### src/msr_pkg.sv
package msr_pkg;
	// register byte offsets
	localparam logic [7:0]  MSR_OFS_CAP_HDR   = 8'hd0;
	localparam logic [7:0]  MSR_OFS_ADDR_LO   = 8'hd4;
	localparam logic [7:0]  MSR_OFS_ADDR_HI   = 8'hd8;
	localparam logic [7:0]  MSR_OFS_PAYLOAD   = 8'hdc;
	localparam logic [7:0]  MSR_OFS_SS_HDR    = 8'hf0;
	localparam logic [7:0]  MSR_OFS_SS_ID     = 8'hf4;
	localparam logic [7:0]  MSR_OFS_LOCK      = 8'he0;
	localparam logic [7:0]  MSR_OFS_TRIGGER   = 8'he4;
	localparam logic [7:0]  MSR_OFS_STATUS    = 8'he8;
	// fixed field values
	localparam logic [7:0]  MSR_MSI_CAP_ID    = 8'h05;
	localparam logic [7:0]  MSR_SS_CAP_ID     = 8'h0d;
	localparam logic [2:0]  MSR_REQ_MSG_CNT   = 3'h0;
	localparam logic        MSR_WIDE_CAPABLE  = 1'h1;
	// reset values
	localparam logic [7:0]  MSR_RST_NXT_PTR   = 8'h00;
	localparam logic [2:0]  MSR_RST_ALLOC     = 3'h0;
	localparam logic [29:0] MSR_RST_ADDR_LO   = 30'h0;
	localparam logic [31:0] MSR_RST_ADDR_HI   = 32'h0;
	localparam logic [15:0] MSR_RST_PAYLOAD   = 16'h0;
	localparam logic [15:0] MSR_RST_SS_VENDOR = 16'h0;
	localparam logic [15:0] MSR_RST_SS_ID     = 16'h0;
	// field positions in the capability header
	localparam int          MSR_POS_NXT       = 8;
	localparam int          MSR_POS_EN        = 16;
	localparam int          MSR_POS_REQ       = 17;
	localparam int          MSR_POS_ALLOC     = 20;
	localparam int          MSR_POS_WIDE      = 23;
endpackage

### src/msr_msg_gen.sv
`timescale 1ns/1ps
// builds one interrupt memory write toward the upstream port
module msr_msg_gen (
	input  wire logic        core_clk,
	input  wire logic        srst,
	input  wire logic        event_pulse,
	input  wire logic        msg_enable,
	input  wire logic [29:0] addr_lo,
	input  wire logic [31:0] addr_hi,
	input  wire logic [15:0] payload,
	output logic             msg_valid,
	input  wire logic        msg_ready,
	output logic [63:0]      msg_addr,
	output logic             msg_wide,
	output logic [31:0]      msg_data,
	output logic             msg_upstream,
	output logic             msg_dropped
);
	import msr_pkg::*;

	////////////////////////////////////////////////////////////////////////////
	// one pending write at a time; events while pending merge into it
	always_ff @(posedge core_clk) begin
		if (srst) begin
			msg_valid    <= 1'b0;
			msg_addr     <= 64'h0;
			msg_wide     <= 1'b0;
			msg_data     <= 32'h0;
			msg_upstream <= 1'b0;
		end else if (event_pulse && msg_enable && !msg_valid) begin
			msg_valid    <= 1'b1;
			msg_wide     <= (addr_hi != 32'h0);
			msg_addr     <= (addr_hi != 32'h0) ? {addr_hi, addr_lo, 2'b00}
				: {32'h0, addr_lo, 2'b00};
			msg_data     <= {16'h0, payload};
			msg_upstream <= 1'b1;
		end else if (msg_valid && msg_ready) begin
			msg_valid <= 1'b0;
		end
	end

	////////////////////////////////////////////////////////////////////////////
	// an event with the enable off produces no write, only a flag pulse
	always_ff @(posedge core_clk) begin
		if (srst) begin
			msg_dropped <= 1'b0;
		end else begin
			msg_dropped <= event_pulse && !msg_enable;
		end
	end

	chk_enable_gates: assert property (@(posedge core_clk) disable iff (srst)
		(event_pulse && !msg_enable && !msg_valid) |=> !msg_valid)
		else $error("message issued while disabled");
	chk_narrow_addr: assert property (@(posedge core_clk) disable iff (srst)
		$rose(msg_valid) |-> (msg_wide == (msg_addr[63:32] != 32'h0)))
		else $error("address width mismatch");
	chk_data_upper: assert property (@(posedge core_clk) disable iff (srst)
		msg_valid |-> (msg_data[31:16] == 16'h0 && msg_addr[1:0] == 2'b00))
		else $error("payload or alignment wrong");
	chk_route_up: assert property (@(posedge core_clk) disable iff (srst)
		msg_valid |-> msg_upstream)
		else $error("message not routed upstream");
	cov_wide_msg: cover property (@(posedge core_clk) disable iff (srst)
		$rose(msg_valid) && msg_wide);
	cov_narrow_msg: cover property (@(posedge core_clk) disable iff (srst)
		$rose(msg_valid) && !msg_wide);
endmodule // msr_msg_gen

### src/msr_regs.sv
`timescale 1ns/1ps
// Behaviour
// - interrupt header low byte reads 0x05
// - next pointer bits 15:8, default zero
// - enable bit 16 gates message writes
// - requested count bits 19:17 read zero
// - allocated count stored, one message always
// - bit 23 reads one, wide capable
// - lower address 31:2, bits 1:0 zero
// - every message write goes upstream
// - nonzero upper address selects wide write
// - 16-bit payload in message low half
// - subsystem header low byte reads 0x0d
// - subsystem next pointer lockable, upper zero
// - vendor identifier bits 15:0, lockable
// - subsystem identifier bits 31:16, lockable
module msr_regs (
	input  wire logic        core_clk,
	input  wire logic        srst,
	input  wire logic        psel,
	input  wire logic        penable,
	input  wire logic        pwrite,
	input  wire logic [11:0] paddr,
	input  wire logic [31:0] pwdata,
	input  wire logic [3:0]  pstrb,
	output logic             pready,
	output logic [31:0]      prdata,
	output logic             pslverr,
	input  wire logic        event_pulse,
	output logic             msg_valid,
	input  wire logic        msg_ready,
	output logic [63:0]      msg_addr,
	output logic             msg_wide,
	output logic [31:0]      msg_data,
	output logic             msg_upstream
);
	import msr_pkg::*;

	////////////////////////////////////////////////////////////////////////////
	// register state
	logic [7:0]  nxt_ptr_r;        // interrupt next pointer
	logic        msg_en_r;         // interrupt enable
	logic [2:0]  alloc_cnt_r;      // allocated count, stored only
	logic [29:0] addr_lo_r;        // lower address, dword units
	logic [31:0] addr_hi_r;        // upper address
	logic [15:0] payload_r;        // message payload value
	logic [7:0]  ss_nxt_ptr_r;     // subsystem next pointer
	logic [15:0] ss_vendor_r;      // subsystem vendor identifier
	logic [15:0] ss_ident_r;       // subsystem identifier
	logic        lock_r;           // locks the lockable fields
	logic [7:0]  sent_cnt_r;       // count of issued messages
	logic        drop_seen_r;      // sticky: event while disabled
	logic        sw_trig;          // software event pulse
	logic        msg_dropped;      // generator drop pulse
	logic        access;           // access phase
	logic        wr_en;            // write in access phase
	logic [7:0]  word_ofs;         // word-aligned offset
	logic        mapped;           // address decodes
	logic [31:0] cap_hdr;          // assembled headers
	logic [31:0] ss_hdr;

	////////////////////////////////////////////////////////////////////////////
	// apb decode: zero wait state, unmapped answers with an error
	assign access   = psel && penable;
	assign wr_en    = access && pwrite && mapped;
	assign word_ofs = {paddr[7:2], 2'b00};
	assign pready   = 1'b1;
	assign mapped   = (paddr[11:8] == 4'h0) && (paddr[1:0] == 2'b00) &&
		(word_ofs == MSR_OFS_CAP_HDR || word_ofs == MSR_OFS_ADDR_LO ||
		 word_ofs == MSR_OFS_ADDR_HI || word_ofs == MSR_OFS_PAYLOAD ||
		 word_ofs == MSR_OFS_SS_HDR  || word_ofs == MSR_OFS_SS_ID ||
		 word_ofs == MSR_OFS_LOCK    || word_ofs == MSR_OFS_TRIGGER ||
		 word_ofs == MSR_OFS_STATUS);
	assign pslverr  = access && !mapped;
	assign sw_trig  = wr_en && (word_ofs == MSR_OFS_TRIGGER) && pstrb[0] && pwdata[0];

	// header words are built from constants and stored fields
	assign cap_hdr = {8'h00, MSR_WIDE_CAPABLE, alloc_cnt_r, MSR_REQ_MSG_CNT,
		msg_en_r, nxt_ptr_r, MSR_MSI_CAP_ID};
	assign ss_hdr  = {16'h0000, ss_nxt_ptr_r, MSR_SS_CAP_ID};

	////////////////////////////////////////////////////////////////////////////
	// interrupt capability header fields
	always_ff @(posedge core_clk) begin
		if (srst) begin
			nxt_ptr_r   <= MSR_RST_NXT_PTR;
			msg_en_r    <= 1'b0;
			alloc_cnt_r <= MSR_RST_ALLOC;
		end else if (wr_en && word_ofs == MSR_OFS_CAP_HDR) begin
			// next pointer only writable while unlocked
			if (pstrb[1] && !lock_r) begin
				nxt_ptr_r <= pwdata[MSR_POS_NXT +: 8];
			end
			if (pstrb[2]) begin
				msg_en_r    <= pwdata[MSR_POS_EN];
				// stored for readback; one message is used regardless
				alloc_cnt_r <= pwdata[MSR_POS_ALLOC +: 3];
			end
		end
	end

	////////////////////////////////////////////////////////////////////////////
	// message address and payload, byte-lane writes
	always_ff @(posedge core_clk) begin
		if (srst) begin
			addr_lo_r <= MSR_RST_ADDR_LO;
			addr_hi_r <= MSR_RST_ADDR_HI;
			payload_r <= MSR_RST_PAYLOAD;
		end else if (wr_en) begin
			for (int b = 0; b < 4; b++) begin
				if (pstrb[b] && word_ofs == MSR_OFS_ADDR_HI) begin
					addr_hi_r[b*8 +: 8] <= pwdata[b*8 +: 8];
				end
			end
			if (word_ofs == MSR_OFS_ADDR_LO) begin
				// bits 1:0 are not stored so the target stays dword aligned
				if (pstrb[0]) addr_lo_r[5:0]   <= pwdata[7:2];
				if (pstrb[1]) addr_lo_r[13:6]  <= pwdata[15:8];
				if (pstrb[2]) addr_lo_r[21:14] <= pwdata[23:16];
				if (pstrb[3]) addr_lo_r[29:22] <= pwdata[31:24];
			end
			if (word_ofs == MSR_OFS_PAYLOAD) begin
				if (pstrb[0]) payload_r[7:0]  <= pwdata[7:0];
				if (pstrb[1]) payload_r[15:8] <= pwdata[15:8];
			end
		end
	end

	////////////////////////////////////////////////////////////////////////////
	// subsystem identification, lockable
	always_ff @(posedge core_clk) begin
		if (srst) begin
			ss_nxt_ptr_r <= MSR_RST_NXT_PTR;
			ss_vendor_r  <= MSR_RST_SS_VENDOR;
			ss_ident_r   <= MSR_RST_SS_ID;
		end else if (wr_en && !lock_r) begin
			if (word_ofs == MSR_OFS_SS_HDR && pstrb[1]) begin
				ss_nxt_ptr_r <= pwdata[15:8];
			end
			if (word_ofs == MSR_OFS_SS_ID) begin
				if (pstrb[0]) ss_vendor_r[7:0]  <= pwdata[7:0];
				if (pstrb[1]) ss_vendor_r[15:8] <= pwdata[15:8];
				if (pstrb[2]) ss_ident_r[7:0]   <= pwdata[23:16];
				if (pstrb[3]) ss_ident_r[15:8]  <= pwdata[31:24];
			end
		end
	end

	////////////////////////////////////////////////////////////////////////////
	// lock control; once set it holds until reset
	always_ff @(posedge core_clk) begin
		if (srst) begin
			lock_r <= 1'b0;
		end else if (wr_en && word_ofs == MSR_OFS_LOCK && pstrb[0] && pwdata[0]) begin
			lock_r <= 1'b1;
		end
	end

	////////////////////////////////////////////////////////////////////////////
	// status: issued count and sticky drop flag; set wins over clear
	always_ff @(posedge core_clk) begin
		if (srst) begin
			sent_cnt_r  <= 8'h00;
			drop_seen_r <= 1'b0;
		end else begin
			if (msg_valid && msg_ready) begin
				sent_cnt_r <= sent_cnt_r + 8'h01;
			end
			if (msg_dropped) begin
				drop_seen_r <= 1'b1;
			end else if (wr_en && word_ofs == MSR_OFS_STATUS && pstrb[1] && pwdata[8]) begin
				drop_seen_r <= 1'b0;
			end
		end
	end

	////////////////////////////////////////////////////////////////////////////
	// read data registered during setup so it is valid in access phase
	always_ff @(posedge core_clk) begin
		if (srst) begin
			prdata <= 32'h0;
		end else if (psel && !penable && !pwrite) begin
			// unmapped reads fall to the default so aliases never leak data
			case (mapped ? word_ofs : 8'h00)
				MSR_OFS_CAP_HDR: prdata <= cap_hdr;
				MSR_OFS_ADDR_LO: prdata <= {addr_lo_r, 2'b00};
				MSR_OFS_ADDR_HI: prdata <= addr_hi_r;
				MSR_OFS_PAYLOAD: prdata <= {16'h0000, payload_r};
				MSR_OFS_SS_HDR:  prdata <= ss_hdr;
				MSR_OFS_SS_ID:   prdata <= {ss_ident_r, ss_vendor_r};
				MSR_OFS_LOCK:    prdata <= {31'h0, lock_r};
				MSR_OFS_STATUS:  prdata <= {23'h0, drop_seen_r, sent_cnt_r};
				default:         prdata <= 32'h0;
			endcase
		end
	end

	////////////////////////////////////////////////////////////////////////////
	// message generator; events come from a pin or software trigger
	msr_msg_gen msr_msg_gen_i (
		.core_clk     (core_clk),
		.srst         (srst),
		.event_pulse  (event_pulse || sw_trig),
		.msg_enable   (msg_en_r),
		.addr_lo      (addr_lo_r),
		.addr_hi      (addr_hi_r),
		.payload      (payload_r),
		.msg_valid    (msg_valid),
		.msg_ready    (msg_ready),
		.msg_addr     (msg_addr),
		.msg_wide     (msg_wide),
		.msg_data     (msg_data),
		.msg_upstream (msg_upstream),
		.msg_dropped  (msg_dropped)
	);

	////////////////////////////////////////////////////////////////////////////
	// checks; all on the core clock, quiet while reset is held
	// constant header fields, whatever software writes over them
	chk_cap_id_ro: assert property (@(posedge core_clk) disable iff (srst)
		cap_hdr[7:0] == MSR_MSI_CAP_ID && cap_hdr[23] && cap_hdr[19:17] == 3'h0)
		else $error("interrupt header constant fields wrong");
	// subsystem header: fixed id, upper half zero
	chk_ss_hdr_ro: assert property (@(posedge core_clk) disable iff (srst)
		ss_hdr[7:0] == MSR_SS_CAP_ID && ss_hdr[31:16] == 16'h0)
		else $error("subsystem header constant fields wrong");
	// identifiers frozen once the lock is set
	chk_lock_holds: assert property (@(posedge core_clk) disable iff (srst)
		lock_r |=> $stable(ss_vendor_r) && $stable(ss_ident_r))
		else $error("locked identifier changed");
	// both next pointers frozen once locked
	chk_lock_nxt_ptr: assert property (@(posedge core_clk) disable iff (srst)
		lock_r |=> $stable(nxt_ptr_r) && $stable(ss_nxt_ptr_r))
		else $error("locked next pointer changed");
	// enable follows lane 2 writes, locked or not
	chk_en_write: assert property (@(posedge core_clk) disable iff (srst)
		(wr_en && word_ofs == MSR_OFS_CAP_HDR && pstrb[2])
		|=> msg_en_r == $past(pwdata[MSR_POS_EN]))
		else $error("enable bit not written");
	// payload captured at the event edge travels with the write
	chk_payload_out: assert property (@(posedge core_clk) disable iff (srst)
		$rose(msg_valid) |-> msg_data[15:0] == $past(payload_r))
		else $error("payload not carried");
	// no write leaves while the enable bit was off at the event
	chk_rise_needs_en: assert property (@(posedge core_clk) disable iff (srst)
		$rose(msg_valid) |-> $past(msg_en_r))
		else $error("message without enable");
	// lower address readback keeps the two low bits at zero
	chk_addr_lo_align: assert property (@(posedge core_clk) disable iff (srst)
		(access && !pwrite && mapped && word_ofs == MSR_OFS_ADDR_LO) |-> prdata[1:0] == 2'b00)
		else $error("lower address not aligned");
	// payload register upper half reads zero
	chk_payload_rd: assert property (@(posedge core_clk) disable iff (srst)
		(access && !pwrite && mapped && word_ofs == MSR_OFS_PAYLOAD) |-> prdata[31:16] == 16'h0)
		else $error("payload upper half not zero");
	// allocated count never shapes the write: one dword, upper half zero
	chk_one_vector: assert property (@(posedge core_clk) disable iff (srst)
		msg_valid |-> msg_data[31:16] == 16'h0)
		else $error("message shape depends on allocated count");
	// unmapped accesses answer with an error and never write
	chk_unmapped_err: assert property (@(posedge core_clk) disable iff (srst)
		(access && !mapped) |-> pslverr && !wr_en)
		else $error("unmapped access not refused");
	// zero wait state: the answer is always ready
	chk_ready_high: assert property (@(posedge core_clk) disable iff (srst)
		access |-> pready)
		else $error("ready low in access phase");
	// drop flag: a set in the same cycle as a clear still wins
	chk_drop_sticky: assert property (@(posedge core_clk) disable iff (srst)
		msg_dropped |=> drop_seen_r)
		else $error("drop flag not set");
	// issued counter moves by one per accepted write
	chk_sent_count: assert property (@(posedge core_clk) disable iff (srst)
		(msg_valid && msg_ready) |=> sent_cnt_r == $past(sent_cnt_r) + 8'h01)
		else $error("issued count wrong");
	// trigger register always reads zero
	chk_trig_reads_zero: assert property (@(posedge core_clk) disable iff (srst)
		(access && !pwrite && mapped && word_ofs == MSR_OFS_TRIGGER) |-> prdata == 32'h0)
		else $error("trigger register not zero");
	// main scenarios
	cov_msg_sent: cover property (@(posedge core_clk) disable iff (srst)
		msg_valid && msg_ready);
	cov_locked_wr: cover property (@(posedge core_clk) disable iff (srst)
		lock_r && wr_en && word_ofs == MSR_OFS_SS_ID);
	cov_sw_trigger: cover property (@(posedge core_clk) disable iff (srst)
		sw_trig && msg_en_r);
endmodule // msr_regs

### config.mk
export PLATFORM = sky130hd
export DESIGN_NAME = msr_regs
export DESIGN_NICKNAME = d
export VERILOG_FILES = /design/src/msr_pkg.sv /design/src/msr_msg_gen.sv /design/src/msr_regs.sv
export SDC_FILE = /design/constraint.sdc
export NUM_CORES = 1
export LEC_CHECK = 0
export ABC_CLOCK_PERIOD_IN_PS = 2900
export BUFFER_PORTS_ARGS = -buffer_cell sky130_fd_sc_hd__buf_4
export CAP_MARGIN = 15
export CELL_PAD_IN_SITES_DETAIL_PLACEMENT = 0
export CELL_PAD_IN_SITES_GLOBAL_PLACEMENT = 1
export CORE_MARGIN = 10
export CORE_UTILIZATION = 43
export CTS_CLUSTER_DIAMETER = 30
export CTS_CLUSTER_SIZE = 12
export DETAILED_ROUTE_END_ITERATION = 12
export HOLD_SLACK_MARGIN = 0.1
export PLACE_DENSITY = 0.76
export REMOVE_ABC_BUFFERS = 1
export SYNTH_ARGS = -nofsm -noshare
export SYNTH_HDL_FRONTEND = slang
export SYNTH_SLANG_ARGS = --single-unit
### constraint.sdc
create_clock -name core_clk -period 2.9 [get_ports core_clk]
set_input_delay 0.29 -clock core_clk [delete_from_list [all_inputs] [get_ports core_clk]]
set_output_delay 0.29 -clock core_clk [all_outputs]
set_load 0.1 [all_outputs]
==> run metrics <==
largest area contributor in the netlist=dfxtp_1; CTS sink cnt=254; port bufs=168; YS warnings=0; normalized max-slew margin=56.44%; crit path DAT=2.13 ns; synthesized cell area=11,000 µm²; Post-synth EDFFs=0; reg-to-reg slack, setup=0.65 ns; Peak supply drop=0.0005000 V; Post-CTS Setup Bufs=0; status=finished, final reports clean; Max-Cap Viols=0; Final Max Slew Viols=0; Die ar.=32,370 µm²; fin util=59.04%; global-route wire length before repair=55,720 µm; area of the core=25,180 µm²; flops & latches, synth=254; drt first-iter violations=884; gpl congestion=0.8509; Starting Density=43.67%; gr usage total=21.15%; htree depth=2; commonest cells in the synthesized netlist=dfxtp_1, mux2i_1, nand2b_1; Seq/Total Area, Yosys=46.23%; vias in the first global route=9,567; CTS tree=yes; Final Skew=0.01266 ns; Startpoint Class=input pin; CP Class=in -> out; power density over the cells=700.3 nW/µm²; minimum clock period=2.425 ns; Worst EP required=2.61 ns; count leader, synth=dfxtp_1; share of cells above drive strength 1=24.42%; largest net degree at the start of global routing=114; average size of a mapped cell=9.855 µm²; DRC Markers=0; Max Clock Freq=0.4124 GHz; CTS resizes=0; I/O pin count=188; Wirelength per Cell=20.94 µm; Die W=179.9 µm; largest cells by area after synthesis=dfxtp_1, mux2i_1, nand2b_1; via-per-instance ratio=5.483; Die Y=179.9 µm; clock buffer depth=3; worst min path class=in -> reg; Post-synth ARST share=0%; grt total ovfl=0; Tightest Pin Transition=0.6533 ns; drt first pass iters=6; Nets=1,387; via count=9,354; leak pwr=6.296 nW; RSZ-0062 raised after global routing=no; clk slew on worst S/H paths=0.04 ns; Fin. Hold Viols=0; worst-path maximum fanout=7; Tcrit/Tclk final=83.61%; synth unique cells=61; overall power=10.41 mW; cells after synthesis=1,116; Antenna Nets Post-Route=0; Setup crit end kind=output pin; hold slack=0.1088 ns; WL final=35,720 µm; Setup violations, final=0; hold_buf cts=28; num rows=58; Ant. Diodes=0; Root Driver=clkbuf_16; DP HPWL=24,000 µm; post-synth top area share=46.23%; Num CTS Buffers=56; initial antenna violation count=1; synth-to-layout area growth=35.19%; Most used DFF post-synth=dfxtp_1; Clock Latency Late Sink=0.55 ns
## cells in the final DEF, fill, tap and decap left out, types with 9 or more instances in the layout
| master | netlist | final |
|---|---|---|
| a21oi_1 | 60 | 60 |
| a221oi_1 | 9 | 9 |
| a222oi_1 | 24 | 24 |
| a22o_1 | 44 | 44 |
| a22oi_1 | 14 | 14 |
| and2_1 | 11 | 11 |
| buf_4 | 21 | 211 |
| bufinv_16 | 0 | 9 |
| clkbuf_1 | 70 | 13 |
| clkbuf_16 | 0 | 57 |
| clkinv_2 | 0 | 9 |
| conb_1 | 2 | 19 |
| dfxtp_1 | 254 | 254 |
| dlygate4sd3_1 | 0 | 28 |
| mux2i_1 | 132 | 132 |
| nand2_1 | 42 | 41 |
| nand2b_1 | 86 | 86 |
| nand3_1 | 61 | 60 |
| nor2_1 | 53 | 53 |
| nor4_1 | 11 | 11 |
| o21ai_0 | 62 | 62 |
| or2b_1 | 48 | 48 |
## power by group
part,leakage [nW],internal [mW],switching (mW)
combinational,3.30,0.137,0.286
clock,0.951,4.56,1.92
sequential,2.05,3.50,0.000949
## routing by layer
layer | track usage [%] | share of wire [%] | wire [µm] | vias up
li1 | - | - | - | 4453
met5 | 0 | 0.036 | 13 | -
met3 | 5.120 | 7.1 | 2548 | 56
met2 | 33.30 | 46 | 16410 | 310
met1 | 27.91 | 45 | 15930 | 4533
met4 | 6.781 | 2.3 | 820 | 2
## metrics by stage
stage | setup TNS (ns) | setup slack [ns] | instance area [µm²] | cells
6_report | 0 | 0.4752 | 14870 | 1706
2_1_floorplan | -32.34 | -0.9807 | 10530 | 1029
4_1_cts | 0 | 0.4978 | 14860 | 1705
5_1_grt | 0 | 0.4052 | 14870 | 1706
3_5_place_dp | 0 | 0.2768 | 12620 | 1574
3_3_place_gp | 0 | 0.3050 | 12620 | 1574
## final cells by class
cell class,count,area (µm²)
Fill cell,2209,10310
Clock buffer,78,1585
Sequential cell,254,5085
Inverter,5,18.77
Multi-Input combinational cell,770,5448
Clock inverter,25,371.6
Timing Repair Buffer,244,1947
Tap cell,330,412.9
## sequential cells by signal, indices dropped and copies added (netlist names)
name / flops
alloc_cnt_r: 3
ss_vendor_r: 16
msg_en_r: 1
msr_msg_gen_i.msg_data: 16
nxt_ptr_r: 8
addr_hi_r: 32
msr_msg_gen_i.msg_wide: 1
msr_msg_gen_i.msg_addr: 62
msr_msg_gen_i.msg_upstream: 1
ss_ident_r: 16
payload_r: 16
addr_lo_r: 30
ss_nxt_ptr_r: 8
sent_cnt_r: 8
drop_seen_r: 1
msr_msg_gen_i.msg_dropped: 1
msr_msg_gen_i.msg_valid: 1
prdata: 32
lock_r: 1
## logic make-up after synthesis
group | after synthesis | share of synthesized area, %
and+or+nand+nor | 364 | 20.14
DFF | 254 | 46.23
AOI/OAI and AO/OA | 246 | 15.55
muxes | 134 | 12.42
buffers and inverters | 109 | 4.994
xor gates and xnor gates | 6 | 0.4778
other | 2 | 0.06828
adders and majority gates | 1 | 0.1137
## critical path, stage by stage
cell and delay, ns:
buf_4 0.11, or4_4 0.57, nor3_1 0.33, nand2_1 0.32, and3_1 0.28, buf_4 0.23
## final timing paths
check / depth (start not counted) / from / endpoint
max: 6 / paddr[9] / pslverr
min: 3 / pwdata[5] / addr_lo_r[3]$_SDFFE_PP0P_
max reg2reg: 6 / msr_msg_gen_i.msg_valid$_SDFFE_PP0P_ / msr_msg_gen_i.msg_data[8]$_SDFFE_PP0P_
min reg2reg: 2 / prdata[25]$_SDFFE_PP0P_ / prdata[25]$_SDFFE_PP0P_
(Power assumes the default switching activity.)
